--- config.mk ---
export PLATFORM = sky130hd
export DESIGN_NAME = clock_manager_device_flat
export DESIGN_NICKNAME = d
export VERILOG_FILES = /design/src/clock_manager_pkg.sv /design/src/clock_manager_if.sv /design/src/clock_manager_device.sv /design/src/flat_wrapper.sv
export SDC_FILE = /design/constraint.sdc
export NUM_CORES = 1
export LEC_CHECK = 0
export ABC_AREA = 1
export BUFFER_PORTS_ARGS = -buffer_cell sky130_fd_sc_hd__buf_2
export CORE_MARGIN = 1.5
export CORE_UTILIZATION = 40
export CTS_CLUSTER_SIZE = 12
export DETAILED_ROUTE_END_ITERATION = 16
export GPL_TIMING_DRIVEN = 0
export PLACE_DENSITY_LB_ADDON = 0.1
export SLEW_MARGIN = 20
export SYNTH_ARGS = -nofsm -noshare
export SYNTH_HDL_FRONTEND = slang
export SYNTH_SLANG_ARGS = --single-unit
--- constraint.sdc ---
create_clock -name clk -period 2 [get_ports clk]
set_input_delay 0 -clock clk [delete_from_list [all_inputs] [get_ports clk]]
set_output_delay 0 -clock clk [all_outputs]
set_load 0.02 [all_outputs]
--- src/clock_manager_pkg.sv ---
package clock_manager_pkg;

  localparam int MANAGER_COUNT = 4;
  localparam int SHIFT_WIDTH = 9;
  localparam int FREQ_WIDTH = 20;

  // Configured shift is a signed fraction of the period
  localparam logic signed [8:0] SHIFT_LIMIT = 9'sh0FF;
  localparam logic signed [8:0] SHIFT_RESET = 9'sh000;

  // Host step clock toggles every this many cycles
  localparam logic [3:0] STEP_CLOCK_HALF = 4'h2;

  localparam logic [19:0] FREQ_RESET = 20'h0_0000;

  typedef enum logic [1:0] {PHASE_NONE, PHASE_FIXED, PHASE_VARIABLE} phase_mode_type;
  typedef enum logic {ALIGN_SYSTEM_SYNC, ALIGN_SOURCE_SYNC} alignment_type;
  typedef enum logic {SYNTH_LOW_RANGE, SYNTH_HIGH_RANGE} synth_range_type;

endpackage

--- src/clock_manager_if.sv ---
`timescale 1ns/100ps
interface clock_manager_if;
  import clock_manager_pkg::*;

  logic                     shiftStepEnable;
  logic                     shiftStepClock;
  logic                     shiftDirection;
  logic                     shiftDone;
  logic [MANAGER_COUNT-1:0] lockIndication;
  logic                     completionAllowed;

  modport device
  (
    input  shiftStepEnable,
    input  shiftStepClock,
    input  shiftDirection,
    output shiftDone,
    output lockIndication,
    output completionAllowed
  );

  modport host
  (
    output shiftStepEnable,
    output shiftStepClock,
    output shiftDirection,
    input  shiftDone,
    input  lockIndication,
    input  completionAllowed
  );

endinterface

--- src/clock_manager_device.sv ---
`timescale 1ns/100ps
////////////////////////////////////////////////////////////////////////////////
module clock_manager_device
  import clock_manager_pkg::*;
(
  input  wire logic                          clk,
  input  wire logic                          rstn,
  clock_manager_if.device                    link,
  input  wire phase_mode_type                phaseModeSelect,
  input  wire logic signed [SHIFT_WIDTH-1:0] configShiftValue,
  input  wire alignment_type                 alignmentOption,
  input  wire synth_range_type               synthRangeSelect,
  input  wire logic                          inputHalving,
  input  wire logic [MANAGER_COUNT-1:0]      waitForLock,
  input  wire logic [MANAGER_COUNT-1:0]      lockRaw,
  input  wire logic                          refClockIn,
  input  wire logic [FREQ_WIDTH-1:0]         refFreqKhz,
  output logic signed [SHIFT_WIDTH-1:0]      currentShift,
  output logic                               managerClock,
  output logic                               sourceSyncAlign,
  output logic                               synthHighRange,
  output logic [FREQ_WIDTH-1:0]              effectiveFreqKhz,
  output logic                               configured
);

  ////////////////////////////////////////////////////////////////////////////
  // Saturating step; limits keep the shift inside the legal window
  function automatic logic signed [SHIFT_WIDTH-1:0] stepShift
  (
    input logic signed [SHIFT_WIDTH-1:0] value,
    input logic                          up
  );
    logic signed [SHIFT_WIDTH-1:0] result;
    begin
      result = value;
      if (up && value < SHIFT_LIMIT)
      begin
        result = value + 9'sh001;
      end
      else if (!up && value > -SHIFT_LIMIT)
      begin
        result = value - 9'sh001;
      end
      return result;
    end
  endfunction

  ////////////////////////////////////////////////////////////////////////////
  phase_mode_type             phaseMode;
  logic                       halving;
  logic [MANAGER_COUNT-1:0]   waitMask;
  logic                       refPrev;
  logic                       stepClockPrev;

  wire logic stepRise = link.shiftStepClock & ~stepClockPrev;
  wire logic refRise  = refClockIn & ~refPrev;
  wire logic stepTaken = configured & stepRise & link.shiftStepEnable;
  wire logic variableMode = (phaseMode == PHASE_VARIABLE);
  // Mode none forces zero; fixed and variable start from the configured value
  wire logic signed [SHIFT_WIDTH-1:0] startShift =
    (phaseModeSelect == PHASE_NONE) ? SHIFT_RESET : configShiftValue;
  // Managers not waiting count as locked for the gate
  wire logic gateOpen = &(lockRaw | ~waitMask);
  wire logic [FREQ_WIDTH-1:0] halvedFreq = {1'b0, refFreqKhz[FREQ_WIDTH-1:1]};
  wire logic alignSource = (alignmentOption == ALIGN_SOURCE_SYNC);
  wire logic rangeHigh   = (synthRangeSelect == SYNTH_HIGH_RANGE);
  // Mode limits are judged on the frequency the manager really sees
  wire logic [FREQ_WIDTH-1:0] next_effectiveFreqKhz = inputHalving ? halvedFreq : refFreqKhz;
  wire logic signed [SHIFT_WIDTH-1:0] steppedShift =
    stepShift(currentShift, link.shiftDirection);
  // Later steps only move the shift in variable mode
  wire logic signed [SHIFT_WIDTH-1:0] next_currentShift =
    !configured ? startShift : ((stepTaken && variableMode) ? steppedShift : currentShift);

  ////////////////////////////////////////////////////////////////////////////
  // Configuration is captured once at the first edge after reset
  always_ff @(posedge clk)
  begin
    if (!rstn)
    begin
      configured <= 1'b0;
      phaseMode  <= PHASE_NONE;
      halving    <= 1'b0;
      waitMask   <= '0;
    end
    else if (!configured)
    begin
      configured <= 1'b1;
      phaseMode  <= phaseModeSelect;
      halving    <= inputHalving;
      waitMask   <= waitForLock;
    end
  end

  ////////////////////////////////////////////////////////////////////////////
  // Fixed and none modes never move after capture
  always_ff @(posedge clk)
  begin
    if (!rstn)
    begin
      currentShift <= SHIFT_RESET;
    end
    else
    begin
      currentShift <= next_currentShift;
    end
  end

  ////////////////////////////////////////////////////////////////////////////
  always_ff @(posedge clk)
  begin
    if (!rstn)
    begin
      sourceSyncAlign  <= 1'b0;
      synthHighRange   <= 1'b0;
      effectiveFreqKhz <= FREQ_RESET;
    end
    else if (!configured)
    begin
      sourceSyncAlign  <= alignSource;
      synthHighRange   <= rangeHigh;
      effectiveFreqKhz <= next_effectiveFreqKhz;
    end
  end

  ////////////////////////////////////////////////////////////////////////////
  // Steps outside variable mode still answer, so the host never hangs
  always_ff @(posedge clk)
  begin
    if (!rstn)
    begin
      stepClockPrev  <= 1'b0;
      link.shiftDone <= 1'b0;
    end
    else
    begin
      stepClockPrev  <= link.shiftStepClock;
      link.shiftDone <= stepTaken;
    end
  end

  ////////////////////////////////////////////////////////////////////////////
  // Reference must be well below clk; toggling on each rise gives 50% duty
  always_ff @(posedge clk)
  begin
    if (!rstn)
    begin
      refPrev      <= 1'b0;
      managerClock <= 1'b0;
    end
    else
    begin
      refPrev <= refClockIn;
      if (halving)
      begin
        managerClock <= managerClock ^ refRise;
      end
      else
      begin
        managerClock <= refClockIn;
      end
    end
  end

  ////////////////////////////////////////////////////////////////////////////
  // Lock is passed on untouched by the wait option
  always_ff @(posedge clk)
  begin
    if (!rstn)
    begin
      link.lockIndication <= '0;
    end
    else
    begin
      link.lockIndication <= lockRaw;
    end
  end

  ////////////////////////////////////////////////////////////////////////////
  // Completion waits only on the managers that asked for it
  always_ff @(posedge clk)
  begin
    if (!rstn)
    begin
      link.completionAllowed <= 1'b0;
    end
    else
    begin
      link.completionAllowed <= configured & gateOpen;
    end
  end

endmodule

--- src/flat_wrapper.sv ---
// flat-port wrapper written by rule: the top's interface ports become plain ports
module clock_manager_device_flat import clock_manager_pkg::*;
  (clk, rstn, phaseModeSelect, configShiftValue, alignmentOption, synthRangeSelect, inputHalving, waitForLock, lockRaw, refClockIn, refFreqKhz, currentShift, managerClock, sourceSyncAlign, synthHighRange, effectiveFreqKhz, configured, link_shiftStepEnable, link_shiftStepClock, link_shiftDirection, link_shiftDone, link_lockIndication, link_completionAllowed);
  clock_manager_if link_i ();
  input  wire logic clk;
  input  wire logic rstn;
  input  wire phase_mode_type phaseModeSelect;
  input  wire logic signed [SHIFT_WIDTH-1:0] configShiftValue;
  input  wire alignment_type alignmentOption;
  input  wire synth_range_type synthRangeSelect;
  input  wire logic inputHalving;
  input  wire logic [MANAGER_COUNT-1:0] waitForLock;
  input  wire logic [MANAGER_COUNT-1:0] lockRaw;
  input  wire logic refClockIn;
  input  wire logic [FREQ_WIDTH-1:0] refFreqKhz;
  output logic signed [SHIFT_WIDTH-1:0] currentShift;
  output logic managerClock;
  output logic sourceSyncAlign;
  output logic synthHighRange;
  output logic [FREQ_WIDTH-1:0] effectiveFreqKhz;
  output logic configured;
  input wire logic [$bits(link_i.shiftStepEnable)-1:0] link_shiftStepEnable;
  input wire logic [$bits(link_i.shiftStepClock)-1:0] link_shiftStepClock;
  input wire logic [$bits(link_i.shiftDirection)-1:0] link_shiftDirection;
  output wire logic [$bits(link_i.shiftDone)-1:0] link_shiftDone;
  output wire logic [$bits(link_i.lockIndication)-1:0] link_lockIndication;
  output wire logic [$bits(link_i.completionAllowed)-1:0] link_completionAllowed;
  assign link_i.shiftStepEnable = link_shiftStepEnable;
  assign link_i.shiftStepClock = link_shiftStepClock;
  assign link_i.shiftDirection = link_shiftDirection;
  assign link_shiftDone = link_i.shiftDone;
  assign link_lockIndication = link_i.lockIndication;
  assign link_completionAllowed = link_i.completionAllowed;
  clock_manager_device u_core (.clk(clk), .rstn(rstn), .link(link_i), .phaseModeSelect(phaseModeSelect), .configShiftValue(configShiftValue), .alignmentOption(alignmentOption), .synthRangeSelect(synthRangeSelect), .inputHalving(inputHalving), .waitForLock(waitForLock), .lockRaw(lockRaw), .refClockIn(refClockIn), .refFreqKhz(refFreqKhz), .currentShift(currentShift), .managerClock(managerClock), .sourceSyncAlign(sourceSyncAlign), .synthHighRange(synthHighRange), .effectiveFreqKhz(effectiveFreqKhz), .configured(configured));
endmodule
-- After elaboration in Yosys (flattened, before gate mapping)
Index checks and enable logic that the tools add are counted.
- register bits: 48
- output and inout port bits: 39
- add/subtract/negate cells: 2
- magnitude comparators: 2
- equal/unequal tests: 3
- muxes and demuxes: 8
- bitwise operators: 10
- reductions and logical operators: 7
- operator list (operator ; number):
    two-way mux 9 bit ; 5
    two-way mux 20 bit ; 1
    adder 9 x 2 -> 9 bit (second input constant) ; 1
    greater-than comparator 9 bit (second input constant) ; 1
    < comparator 9 bit (second input constant) ; 1
    subtractor 9 x 2 -> 9 bit (second input constant) ; 1
    AND 1 bit ; 5
    inverter 4 bit ; 1
    OR 4 bit ; 1
    AND reduction 4 bit ; 1
    logical AND 1 bit ; 3
    != test 3 bit (second input constant) ; 1
    equality test 2 bit (second input constant) ; 1
    zero test 2 bit ; 1
    two-way mux 1 bit ; 2
    != test 2 bit (second input constant) ; 1
    inverter 1 bit ; 2
    AND reduction 2 bit ; 1
    zero test 1 bit ; 1
    bitwise XOR 1 bit ; 1

-- Logic depth before layout (Yosys ltp)
Gate-level depths: netlist of run 1.
- word-level depth: 7
- depth in mapped cells: 15

-- Least setup slack after synthesis of run 1
OpenSTA, ideal clock, no wires.
- kind: register to register
- start point: reg u_core.currentShift[1]
- end point: reg u_core.currentShift[5]
- arrival time: 2.016 ns
- setup slack: -0.080 ns
- cell stages (with the launch flop): 13
- path buffers: 0
- clock period less this slack: 2.080 ns
- cells stage by stage: dfxtp_1 nand2_1 nor2_1 nand3_1 nand2_1 ha_1 a21oi_1 nand2_1 a21oi_1 o21ai_0 a21oi_1 nor2_1 nor2_1
- word-level cells in the longest chain between the ends: 5
- ends and longest elaborated chain (item ; RTL line ; RTL):
    start, declared ; clock_manager_device.sv:18 ; output logic signed [SHIFT_WIDTH-1:0] currentShift,
    start signal, assigned ; clock_manager_device.sv:105 ; currentShift <= next_currentShift;
    subtractor 9 x 2 -> 9 bit / < comparator 9 bit (equally long branches) ; clock_manager_device.sv:42, clock_manager_device.sv:36 ;
    two-way mux 9 bit / logical AND 1 bit (equally long branches) ; clock_manager_device.sv:40, clock_manager_device.sv:36 ;
    two-way mux 9 bit ; clock_manager_device.sv:36 ; if (up && value < SHIFT_LIMIT)
    two-way mux 9 bit (2 in a row) ; clock_manager_device.sv:73 ; !configured ? startShift : ((stepTaken && variableMode) ? steppedShift : currentShift);
Parallel ways exist; a longest one is shown, timed or not. The select of a mux whose other input is x is not followed.
A chain may end at the register's enable or synchronous reset.

-- Final worst setup path of run 1
- start point: reg u_core.currentShift[2]
- end point: reg u_core.currentShift[8]
Same word-level chain as after synthesis.

==> run_results.csv, run 1 <==
group,metric,value,unit
flow_run,maxCapViolations,0,
critical_path,worst_path_max_delay_cell,"fa_2",
grt,grt_overflow_total,0,
clock_tree,htree_levels,2,
synthesis,ys_seq_elements,48,
critical_path,cp.required,2.23,ns
place,finalWeightedCongestion,0.779,
clock_tree,root_buffer,"clkbuf_8",
place,port_buffers,86,
power,p_total,2.29,mW
status,outcome,"complete, no violations",
synthesis,syn_avg_cell_area,6.73,um2
floorplan,coreArea,5890,um2
critical_path,path_depth,12,
detailed_routing,drc,0,
detailed_routing,ant_nets,0,
timing,rsz0062_at_grt,"true",
clock_tree,cts_sinks,48,
grt,grtUsageTotal,0.218,
final_layout,fin_nets,541,
detailed_routing,num_vias,2677,
synthesis,yosys_warnings,0,
critical_path,path_buf_inv,0,
synthesis,syn_nets,417,
floorplan,fp.dieH,81.0,um
grt,grt_max_degree,16,
final_layout,drive_above_1_share,0.307,
grt,antenna_found_initial,0,
detailed_routing,firstDrtPassIters,4,
hold_path,hp-class,"input pin to register",
detailed_routing,finalWirelength,7020,um
synthesis,async_flop_share,0,
synthesis,synth_edf_count,0,
clock_tree,cts_buffer_depth,2,
critical_path,cp_cell_sequence,"nand2_2 -> nor2_4 -> nand3_4 -> nand2_8 -> fa_2 -> nand3_2 -> nand3_2 -> a21oi_2 -> nand3_1 -> nand3_1 -> nand2_1 -> a21oi_2",
critical_path,critPathLaunchType,"register",
timing,fin_crit,1.95,ns
clock_tree,cts_tree,"done",
detailed_routing,drt_iter0_markers,128,
floorplan,die-area,6550,um2
power,power_density,647,nW/um2
critical_path,reg2reg_depth,12,
place,dp_hpwl,4940,um
timing,skew,0.00611,ns
power,ir_worst_vdd,300,uV
floorplan,ios,87,
critical_path,end_kind,"register",
hold_path,holdPathStages,5,
critical_path,worst-path-max-fanout,8,
timing,worst_pin_slew,0.567,ns
synthesis,ys_types,31,
grt,first_global_vias,2393,
timing,hold_viol_final,0,
clock_tree,clk_pin_slew,0.09,ns
final_layout,n_antenna_cell,0,
timing,slew_headroom,0.622,
synthesis,ys_dominant_reg_cell,"dfxtp_1",
timing,setup_viol,0,
critical_path,path_delay_family,"simple AND/OR/NAND/NOR gates",
synthesis,synthCells,361,
critical_path,arrival,2.18,ns
detailed_routing,viasPerCell,4.77,
timing,final-max-slew-violation-count,0,
timing,fmax,514,MHz
floorplan,start_util,0.413,
final_layout,design_area,3530,um2
timing,period_share,0.973,
critical_path,path_class,"register to register",
grt,grt_pass1_wl,10900,um
place,place_area,2960,um2
synthesis,syn_area,2430,um2
floorplan,die_w,81.0,um
power,leakagePower,1.90,nW
critical_path,max_stage_delay,0.42,ns
floorplan,fp-row-count,28,
synthesis,ys_seq_area_frac,0.395,
final_layout,syn_to_final_growth,45.3,%
clock_tree,clk_latency,0.30,ns
detailed_routing,wl_per_cell,12.5,um
clock_tree,tritoncts.num_buffers,5,
[path summary, 6_finish.rpt]
| check | to | start | slack (ns) |
|---|---|---|---|
| setup / recovery | u_core.currentShift[8] | u_core.currentShift[2] | 0.05 |
| setup reg to reg | u_core.currentShift[8] | u_core.currentShift[2] | 0.05 |
| hold / removal | u_core.effectiveFreqKhz[0] | refFreqKhz[0] | 0.02 |
| hold reg to reg | u_core.waitMask[2] | u_core.waitMask[2] | 0.47 |
[layout make-up]
| cell class | instances | area (um2) |
|---|---|---|
| fill | 569 | 2350 |
| multi-input combinational | 231 | 1320 |
| sequential | 48 | 992 |
| timing repair buffer | 117 | 713 |
| inverter | 69 | 259 |
| tap | 75 | 93.8 |
| clock buffer | 6 | 82.6 |
| buffer | 13 | 60.1 |
| clock inverter | 2 | 13.8 |
[layer usage]
metal | vias up | track usage | part of all wire
met5 | - | 0 | 0
li1 | 1403 | - | -
met2 | 78 | 0.375 | 0.47
met4 | 0 | 0.0431 | 0.0038
met3 | 2 | 0.0640 | 0.071
met1 | 1194 | 0.271 | 0.45
[flip-flops by register name, indices dropped and copies added, names as in the netlist, 2 cells and up]
signal,cells
u_core.phaseMode,2
u_core.waitMask,4
u_core.effectiveFreqKhz,20
u_core.currentShift,9
u_core.link.lockIndication,4
[cells in the mapped netlist, drive strengths merged, types with 2 or more instances]
cell type / n / share of area
nand3: 26 / 0.056
ha: 7 / 0.036
o21ai: 29 / 0.060
clkbuf: 9 / 0.014
nand2: 87 / 0.14
a31o: 2 / 0.0072
nor3: 2 / 0.0041
a21oi: 23 / 0.047
nand4: 3 / 0.0077
inv: 68 / 0.10
a22oi: 2 / 0.0062
dfxtp: 48 / 0.40
o221ai: 6 / 0.022
o211ai: 3 / 0.0093
buf: 4 / 0.011
o22ai: 3 / 0.0077
nor2: 31 / 0.049
[logic make-up after synthesis]
logic type | share of synthesized area
adder cells (fa/ha/maj) | 0.0443
AO/OA/AOI/OAI | 0.172
buffers and inverters | 0.131
flip-flops | 0.395
AND/OR/NAND/NOR | 0.257
[tightest hold or removal path: cells and delay by family]
kind                   cells  cell delay, ns
AO/OA/AOI/OAI              1            0.07
buffers and inverters      2            0.12
AND/OR/NAND/NOR            2            0.10
[cell usage in the layout, fill, tap and decap left out, drive strengths merged]
| master | instances |
|---|---|
| clkbuf | 15 |
| buf | 101 |
| a22oi | 2 |
| o21ai | 29 |
| inv | 69 |
| nor3 | 2 |
| o211ai | 3 |
| a32oi | 1 |
| or2 | 1 |
| o211a | 1 |
| a31oi | 1 |
| nand4 | 3 |
| clkinv | 2 |
| o22ai | 3 |
| dfxtp | 48 |
| a21o | 1 |
| dlygate4sd3 | 20 |
| ha | 7 |
| and2 | 1 |
| nor2 | 31 |
| o221ai | 6 |
| nand2 | 87 |
| a31o | 2 |
| fa | 1 |
| a21oi | 23 |
| nand3 | 26 |
[metrics by stage]
stage / util / setup WS, ns / std cells / TNS (ns) / hold slack (ns)
4_1_cts: 0.566 / 0.00489 / 550 / 0 / 0.000773
5_1_grt: 0.600 / -0.0603 / 561 / -0.0838 / 0.00272
3_5_place_dp: 0.504 / -0.262 / 522 / -0.819 / 0.151
3_3_place_gp: 0.504 / -0.236 / 522 / -0.676 / 0.146
2_1_floorplan: - / 0.0204 / 361 / 0 / 0.0277
6_report: 0.600 / 0.0532 / 561 / 0 / 0.0154
[power breakdown]
part | internal [mW] | leakage (nW) | switching, mW
clock | 0.284 | 0.0516 | 0.343
sequential | 1.02 | 0.403 | 0.0409
combinational | 0.259 | 1.44 | 0.342
[what timing repair did]
| item | 4_1_cts | 5_1_grt |
|---|---|---|
| gates resized for setup | 15 | 27 |
| setup buffers | 0 | 11 |
| setup endpoints to repair | 7 | 6 |
| endpoints found under the hold margin | 21 | 0 |
| hold buffers | 20 | 0 |
| pin swaps | 2 | 10 |
No activity file was read; power rests on OpenSTA's default activity.
==> run 2: changes to the inputs <==
==> constraint.sdc (replaced) <==
create_clock -name clk -period 2.35 [get_ports clk]
set_input_delay 0 -clock clk [delete_from_list [all_inputs] [get_ports clk]]
set_output_delay 0 -clock clk [all_outputs]
set_load 0.02 [all_outputs]
==> run 2 against run 1 <==
Clock skew is 0.0057 ns higher. Via count is 1.7% lower. Largest power group unchanged. Sequential cell count stayed put. Combinational power is 26% lower. Critical path type unchanged. Cell count is 2.5% lower. Die area stayed put. Routed wire length is 4.7% lower.
==> run_results.csv, run 2 (synthesis results as in run 1) <==
group,metric,value,unit
grt,grt_overflow_total,0,
final_layout,regMostFlops,"u_core.effectiveFreqKhz",
final_layout,syn_to_final_growth,34.1,%
detailed_routing,finalWirelength,6690,um
hold_path,hp-class,"input pin to register",
power,ir_worst_vdd,565,uV
detailed_routing,viasPerCell,4.81,
critical_path,max_stage_delay,0.40,ns
clock_tree,clk_pin_slew,0.10,ns
critical_path,reg2reg_depth,12,
timing,slew_headroom,0.634,
place,place_area,2960,um2
final_layout,reg_top3,"u_core.effectiveFreqKhz: 20 flops, u_core.currentShift: 9 flops",
timing,fin_hold_ws,0.00569,ns
final_layout,n_antenna_cell,0,
timing,rsz0062_at_grt,"false",
detailed_routing,num_vias,2631,
place,dp_hpwl,4920,um
floorplan,ios,87,
timing,final-max-slew-violation-count,0,
critical_path,path_delay_family,"simple AND/OR/NAND/NOR gates",
final_layout,mostFrequentLayoutCells,"buf_2 (89), nand2_1 (85), inv_1 (67)",
clock_tree,cts_tree,"done",
flow_run,maxCapViolations,0,
power,power_density,599,nW/um2
floorplan,coreArea,5890,um2
floorplan,die-area,6550,um2
critical_path,path_buf_inv,0,
final_layout,fillers,602,
timing,period_share,0.895,
timing,setup_tns,0,ns
detailed_routing,firstDrtPassIters,4,
timing,setup_viol,0,
clock_tree,htree_levels,2,
final_layout,largest_reg_flops,20,
critical_path,arrival,2.35,ns
clock_tree,cts_sinks,48,
floorplan,die_w,81.0,um
timing,fin_crit,2.10,ns
critical_path,worst-path-max-fanout,8,
power,p_total,1.95,mW
clock_tree,cts_buffer_depth,2,
grt,antenna_found_initial,0,
final_layout,fin_nets,527,
clock_tree,clk_latency,0.30,ns
place,port_buffers,86,
detailed_routing,drt_iter0_markers,152,
critical_path,path_depth,12,
timing,hold_viol_final,0,
timing,worst_pin_slew,0.549,ns
grt,grt_pass1_wl,10800,um
final_layout,layout_commonest_cell,"buf_2",
floorplan,fp.dieH,81.0,um
grt,grtUsageTotal,0.213,
detailed_routing,drc,0,
critical_path,r2r_start,"u_core.currentShift[0]",
timing,skew,0.0118,ns
critical_path,crit_path_start,"u_core.currentShift[0]",
floorplan,fp-row-count,28,
critical_path,worst_path_max_delay_cell,"dfxtp_2",
timing,fmax,475,MHz
critical_path,rrSetupSlack,0.25,ns
critical_path,cp_common_cell,"nor2_1",
critical_path,cp_cell_sequence,"nand2_1 -> nor2_1 -> nand3_1 -> nand2_4 -> ha_1 -> a21oi_1 -> nand2_1 -> a21oi_2 -> o21ai_0 -> a21oi_1 -> nor2_1 -> nor2_1",
place,finalWeightedCongestion,0.814,
power,leakagePower,1.81,nW
final_layout,regArea,968,um2
critical_path,path_class,"register to register",
clock_tree,tritoncts.num_buffers,5,
clock_tree,root_buffer,"clkbuf_8",
detailed_routing,ant_nets,0,
detailed_routing,wl_per_cell,12.2,um
floorplan,start_util,0.413,
critical_path,critPathLaunchType,"register",
grt,first_global_vias,2452,
final_layout,drive_above_1_share,0.242,
critical_path,crit_end,"u_core.currentShift[5]",
final_layout,multi_input_area,1170,um2
critical_path,end_kind,"register",
critical_path,cp.required,2.59,ns
final_layout,design_area,3260,um2
grt,grt_max_degree,16,
critical_path,r2r-end,"u_core.currentShift[5]",
status,outcome,"complete, no violations",
## run 2: changes by cell type in the layout (fill, tap and decap cells not counted), moves of 4 or more
cell	delta
nand2_1	+5
dfxtp_4	-8
dfxtp_2	+5
ha_4	-6
nand2_2	-4
ha_1	+6
buf_4	-11
## run 2: how the worst min path moves through the flow
stage	startpoint	to	slack [ns]	cells after the start
finish	configShiftValue[0]	u_core.currentShift[0]	0.006	3
global route	configShiftValue[0]	u_core.currentShift[0]	0.01	3
CTS	refFreqKhz[11]	u_core.effectiveFreqKhz[10]	0.002	3
detailed placement	rstn	u_core.configured	0.15	1
global placement	rstn	u_core.configured	0.15	1
floorplan	rstn	u_core.configured	0.03	0
## run 2: what timing repair did
item,4_1_cts,5_1_grt
hold buffers,17,0
resized for setup,0,10
hold endpoints to repair,17,0
buffers inserted,0,0
endpoints found under the setup margin,0,6
## run 2: metrics by stage
stage,cells,setup slack [ns],utilization
after floorplan,361,0.270,-
after global placement,522,0.0415,0.502
after detailed placement,522,0.0307,0.502
after CTS,547,0.0119,0.550
after global routing,547,0.00830,0.554
final,547,0.246,0.554
## run 2: final cells by class
type / instances / share of cell area
Tap cell: 75 / 0.0288
Sequential cell: 48 / 0.297
Inverter: 69 / 0.0795
Timing Repair Buffer: 103 / 0.184
Clock buffer: 5 / 0.0211
Multi-Input combinational cell: 231 / 0.358
Clock inverter: 3 / 0.0131
Buffer: 13 / 0.0184
## run 2: where the power goes
group          internal [mW]  total (mW)  leakage (nW)  switching (mW)
registers              0.869       0.906         0.399          0.0368
logic                  0.178       0.443          1.36           0.265
clock network          0.315       0.603        0.0541           0.288
## run 2: worst min-delay path: cells and delay by family
family,cells,cell delay (ns)
buf+inv,1,0.08
compound gates,2,0.20
## run 2: metal layers
metal  track usage  up-vias  part of all wire
li1              -     1371                 -
met1         0.266     1180              0.47
met2         0.368       76              0.46
met3        0.0551        4             0.065
met4        0.0483        0            0.0078
met5             0        -                 0
==> run 3: changes to the inputs <==
--- a/config.mk
+++ b/config.mk
@@ -12,6 +12,7 @@
 export CTS_CLUSTER_SIZE = 12
 export DETAILED_ROUTE_END_ITERATION = 16
 export GPL_TIMING_DRIVEN = 0
+export MAX_ROUTING_LAYER = met4
 export PLACE_DENSITY_LB_ADDON = 0.1
 export SLEW_MARGIN = 20
 export SYNTH_ARGS = -nofsm -noshare
==> run 3 against run 2 <==
Routed wire length is essentially flat. Hold slack lost 0.0018 ns. Count of clock-buffer cells in the layout is the same. First-iteration DRC count shrank 4.6%. Utilization is the same. Cell count is the same.
==> run_results.csv, run 3 (synthesis results as in run 1) <==
group,metric,value,unit
clock_tree,cts_tree,"done",
timing,hold_viol_final,0,
clock_tree,clk_pin_slew,0.10,ns
final_layout,n_antenna_cell,0,
detailed_routing,num_vias,2624,
clock_tree,tritoncts.num_buffers,5,
critical_path,critPathLaunchType,"register",
critical_path,end_kind,"register",
power,power_density,599,nW/um2
timing,fin_crit,2.10,ns
timing,skew,0.00906,ns
power,leakagePower,1.81,nW
timing,slew_headroom,0.629,
critical_path,cp_common_cell,"nor2_1",
status,outcome,"complete, no violations",
critical_path,cp_cell_sequence,"nand2_1 -> nor2_1 -> nand3_1 -> nand2_4 -> ha_1 -> a21oi_1 -> nand2_1 -> a21oi_2 -> o21ai_0 -> a21oi_1 -> nor2_1 -> nor2_1",
floorplan,start_util,0.413,
final_layout,drive_above_1_share,0.242,
final_layout,layout_commonest_cell,"buf_2",
critical_path,path_buf_inv,0,
detailed_routing,drt_iter0_markers,145,
timing,period_share,0.895,
timing,rsz0062_at_grt,"false",
clock_tree,htree_levels,2,
floorplan,fp-row-count,28,
final_layout,largest_reg_flops,20,
timing,final-max-slew-violation-count,0,
place,finalWeightedCongestion,0.826,
floorplan,ios,87,
flow_run,maxCapViolations,0,
final_layout,reg_top3,"u_core.effectiveFreqKhz: 20 flops, u_core.currentShift: 9 flops",
timing,setup_viol,0,
critical_path,cp.required,2.59,ns
critical_path,worst_path_max_delay_cell,"dfxtp_2",
hold_path,hp-class,"input pin to register",
detailed_routing,wl_per_cell,12.2,um
detailed_routing,ant_nets,0,
critical_path,path_delay_family,"simple AND/OR/NAND/NOR gates",
final_layout,syn_to_final_growth,34.1,%
grt,first_global_vias,2449,
critical_path,max_stage_delay,0.40,ns
clock_tree,cts_sinks,48,
critical_path,arrival,2.34,ns
detailed_routing,viasPerCell,4.80,
critical_path,worst-path-max-fanout,8,
final_layout,final_cells,547,
clock_tree,cts_buffer_depth,2,
grt,grtUsageTotal,0.220,
detailed_routing,drc,0,
clock_tree,clk_latency,0.30,ns
final_layout,fin_nets,527,
floorplan,coreArea,5890,um2
floorplan,die-area,6550,um2
place,dp_hpwl,4920,um
clock_tree,root_buffer,"clkbuf_8",
timing,worst_pin_slew,0.557,ns
grt,grt_max_degree,16,
detailed_routing,firstDrtPassIters,4,
grt,grt_overflow_total,0,
place,port_buffers,86,
critical_path,path_class,"register to register",
place,placed_cells,522,
final_layout,mostFrequentLayoutCells,"buf_2 (89), nand2_1 (85), inv_1 (67)",
timing,setup_tns,0,ns
grt,grt_pass1_wl,10800,um
grt,antenna_found_initial,0,
final_layout,regMostFlops,"u_core.effectiveFreqKhz",
power,p_total,1.95,mW
final_layout,fillers,602,
detailed_routing,finalWirelength,6700,um
floorplan,die_w,81.0,um
timing,fmax,476,MHz
floorplan,fp.dieH,81.0,um
power,ir_worst_vdd,566,uV
run 3: layout make-up:
type,count,area [um2],share of cell area
clock buffer,5,68.8,0.0211
inverter,69,259,0.0795
clock inverter,3,42.5,0.0131
timing repair buffer,103,601,0.184
multi-input combinational,231,1170,0.358
sequential,48,968,0.297
buffer,13,60.1,0.0184
tap,75,93.8,0.0288
run 3: tightest hold or removal path, stage by stage:
cell     delay, ns
buf_2         0.07
a31oi_1       0.07
a21oi_1       0.12
run 3: worst paths after layout:
path,endpoint,slack (ns),from,depth (start not counted)
worst min-delay path,u_core.currentShift[0],0.004,configShiftValue[0],3
worst min register to register,u_core.phaseMode[0],0.47,u_core.phaseMode[0],2
worst max register to register,u_core.currentShift[5],0.25,u_core.currentShift[0],12
worst max-delay path,u_core.currentShift[5],0.25,u_core.currentShift[0],12
run 3: metrics by stage:
step / utilization / worst slack (ns) / hold WS, ns / area, um2
global placement: 0.502 / 0.0415 / 0.148 / 2960
detailed placement: 0.502 / 0.0307 / 0.150 / 2960
CTS: 0.550 / 0.0119 / 0.00202 / 3240
global route: 0.554 / 0.00863 / 0.0108 / 3260
finish: 0.554 / 0.247 / 0.00389 / 3260
floorplan: - / 0.270 / 0.0277 / 2430
run 3: layer usage:
layer | global-route usage | vias up | wire [um]
met1 | 0.272 | 1174 | 3190
met4 | 0.0483 | 0 | 52
li1 | - | 1369 | -
met2 | 0.368 | 77 | 3080
met3 | 0.0461 | 4 | 369
met5 | - | - | 0
run 3: power by group:
| group | leakage [nW] | switching (mW) | internal (mW) |
|---|---|---|---|
| Clock | 0.0541 | 0.288 | 0.315 |
| Combinational | 1.36 | 0.265 | 0.178 |
| Sequential | 0.399 | 0.0368 | 0.869 |
| Total | 1.81 | 0.590 | 1.36 |
run 3: what timing repair did:
action                                  in CTS  in global routing
endpoints found under the hold margin       17                  0
buffers inserted                             0                  0
endpoints found under the setup margin       0                  6
gates resized for setup                      0                 10
hold buffers                                17                  0
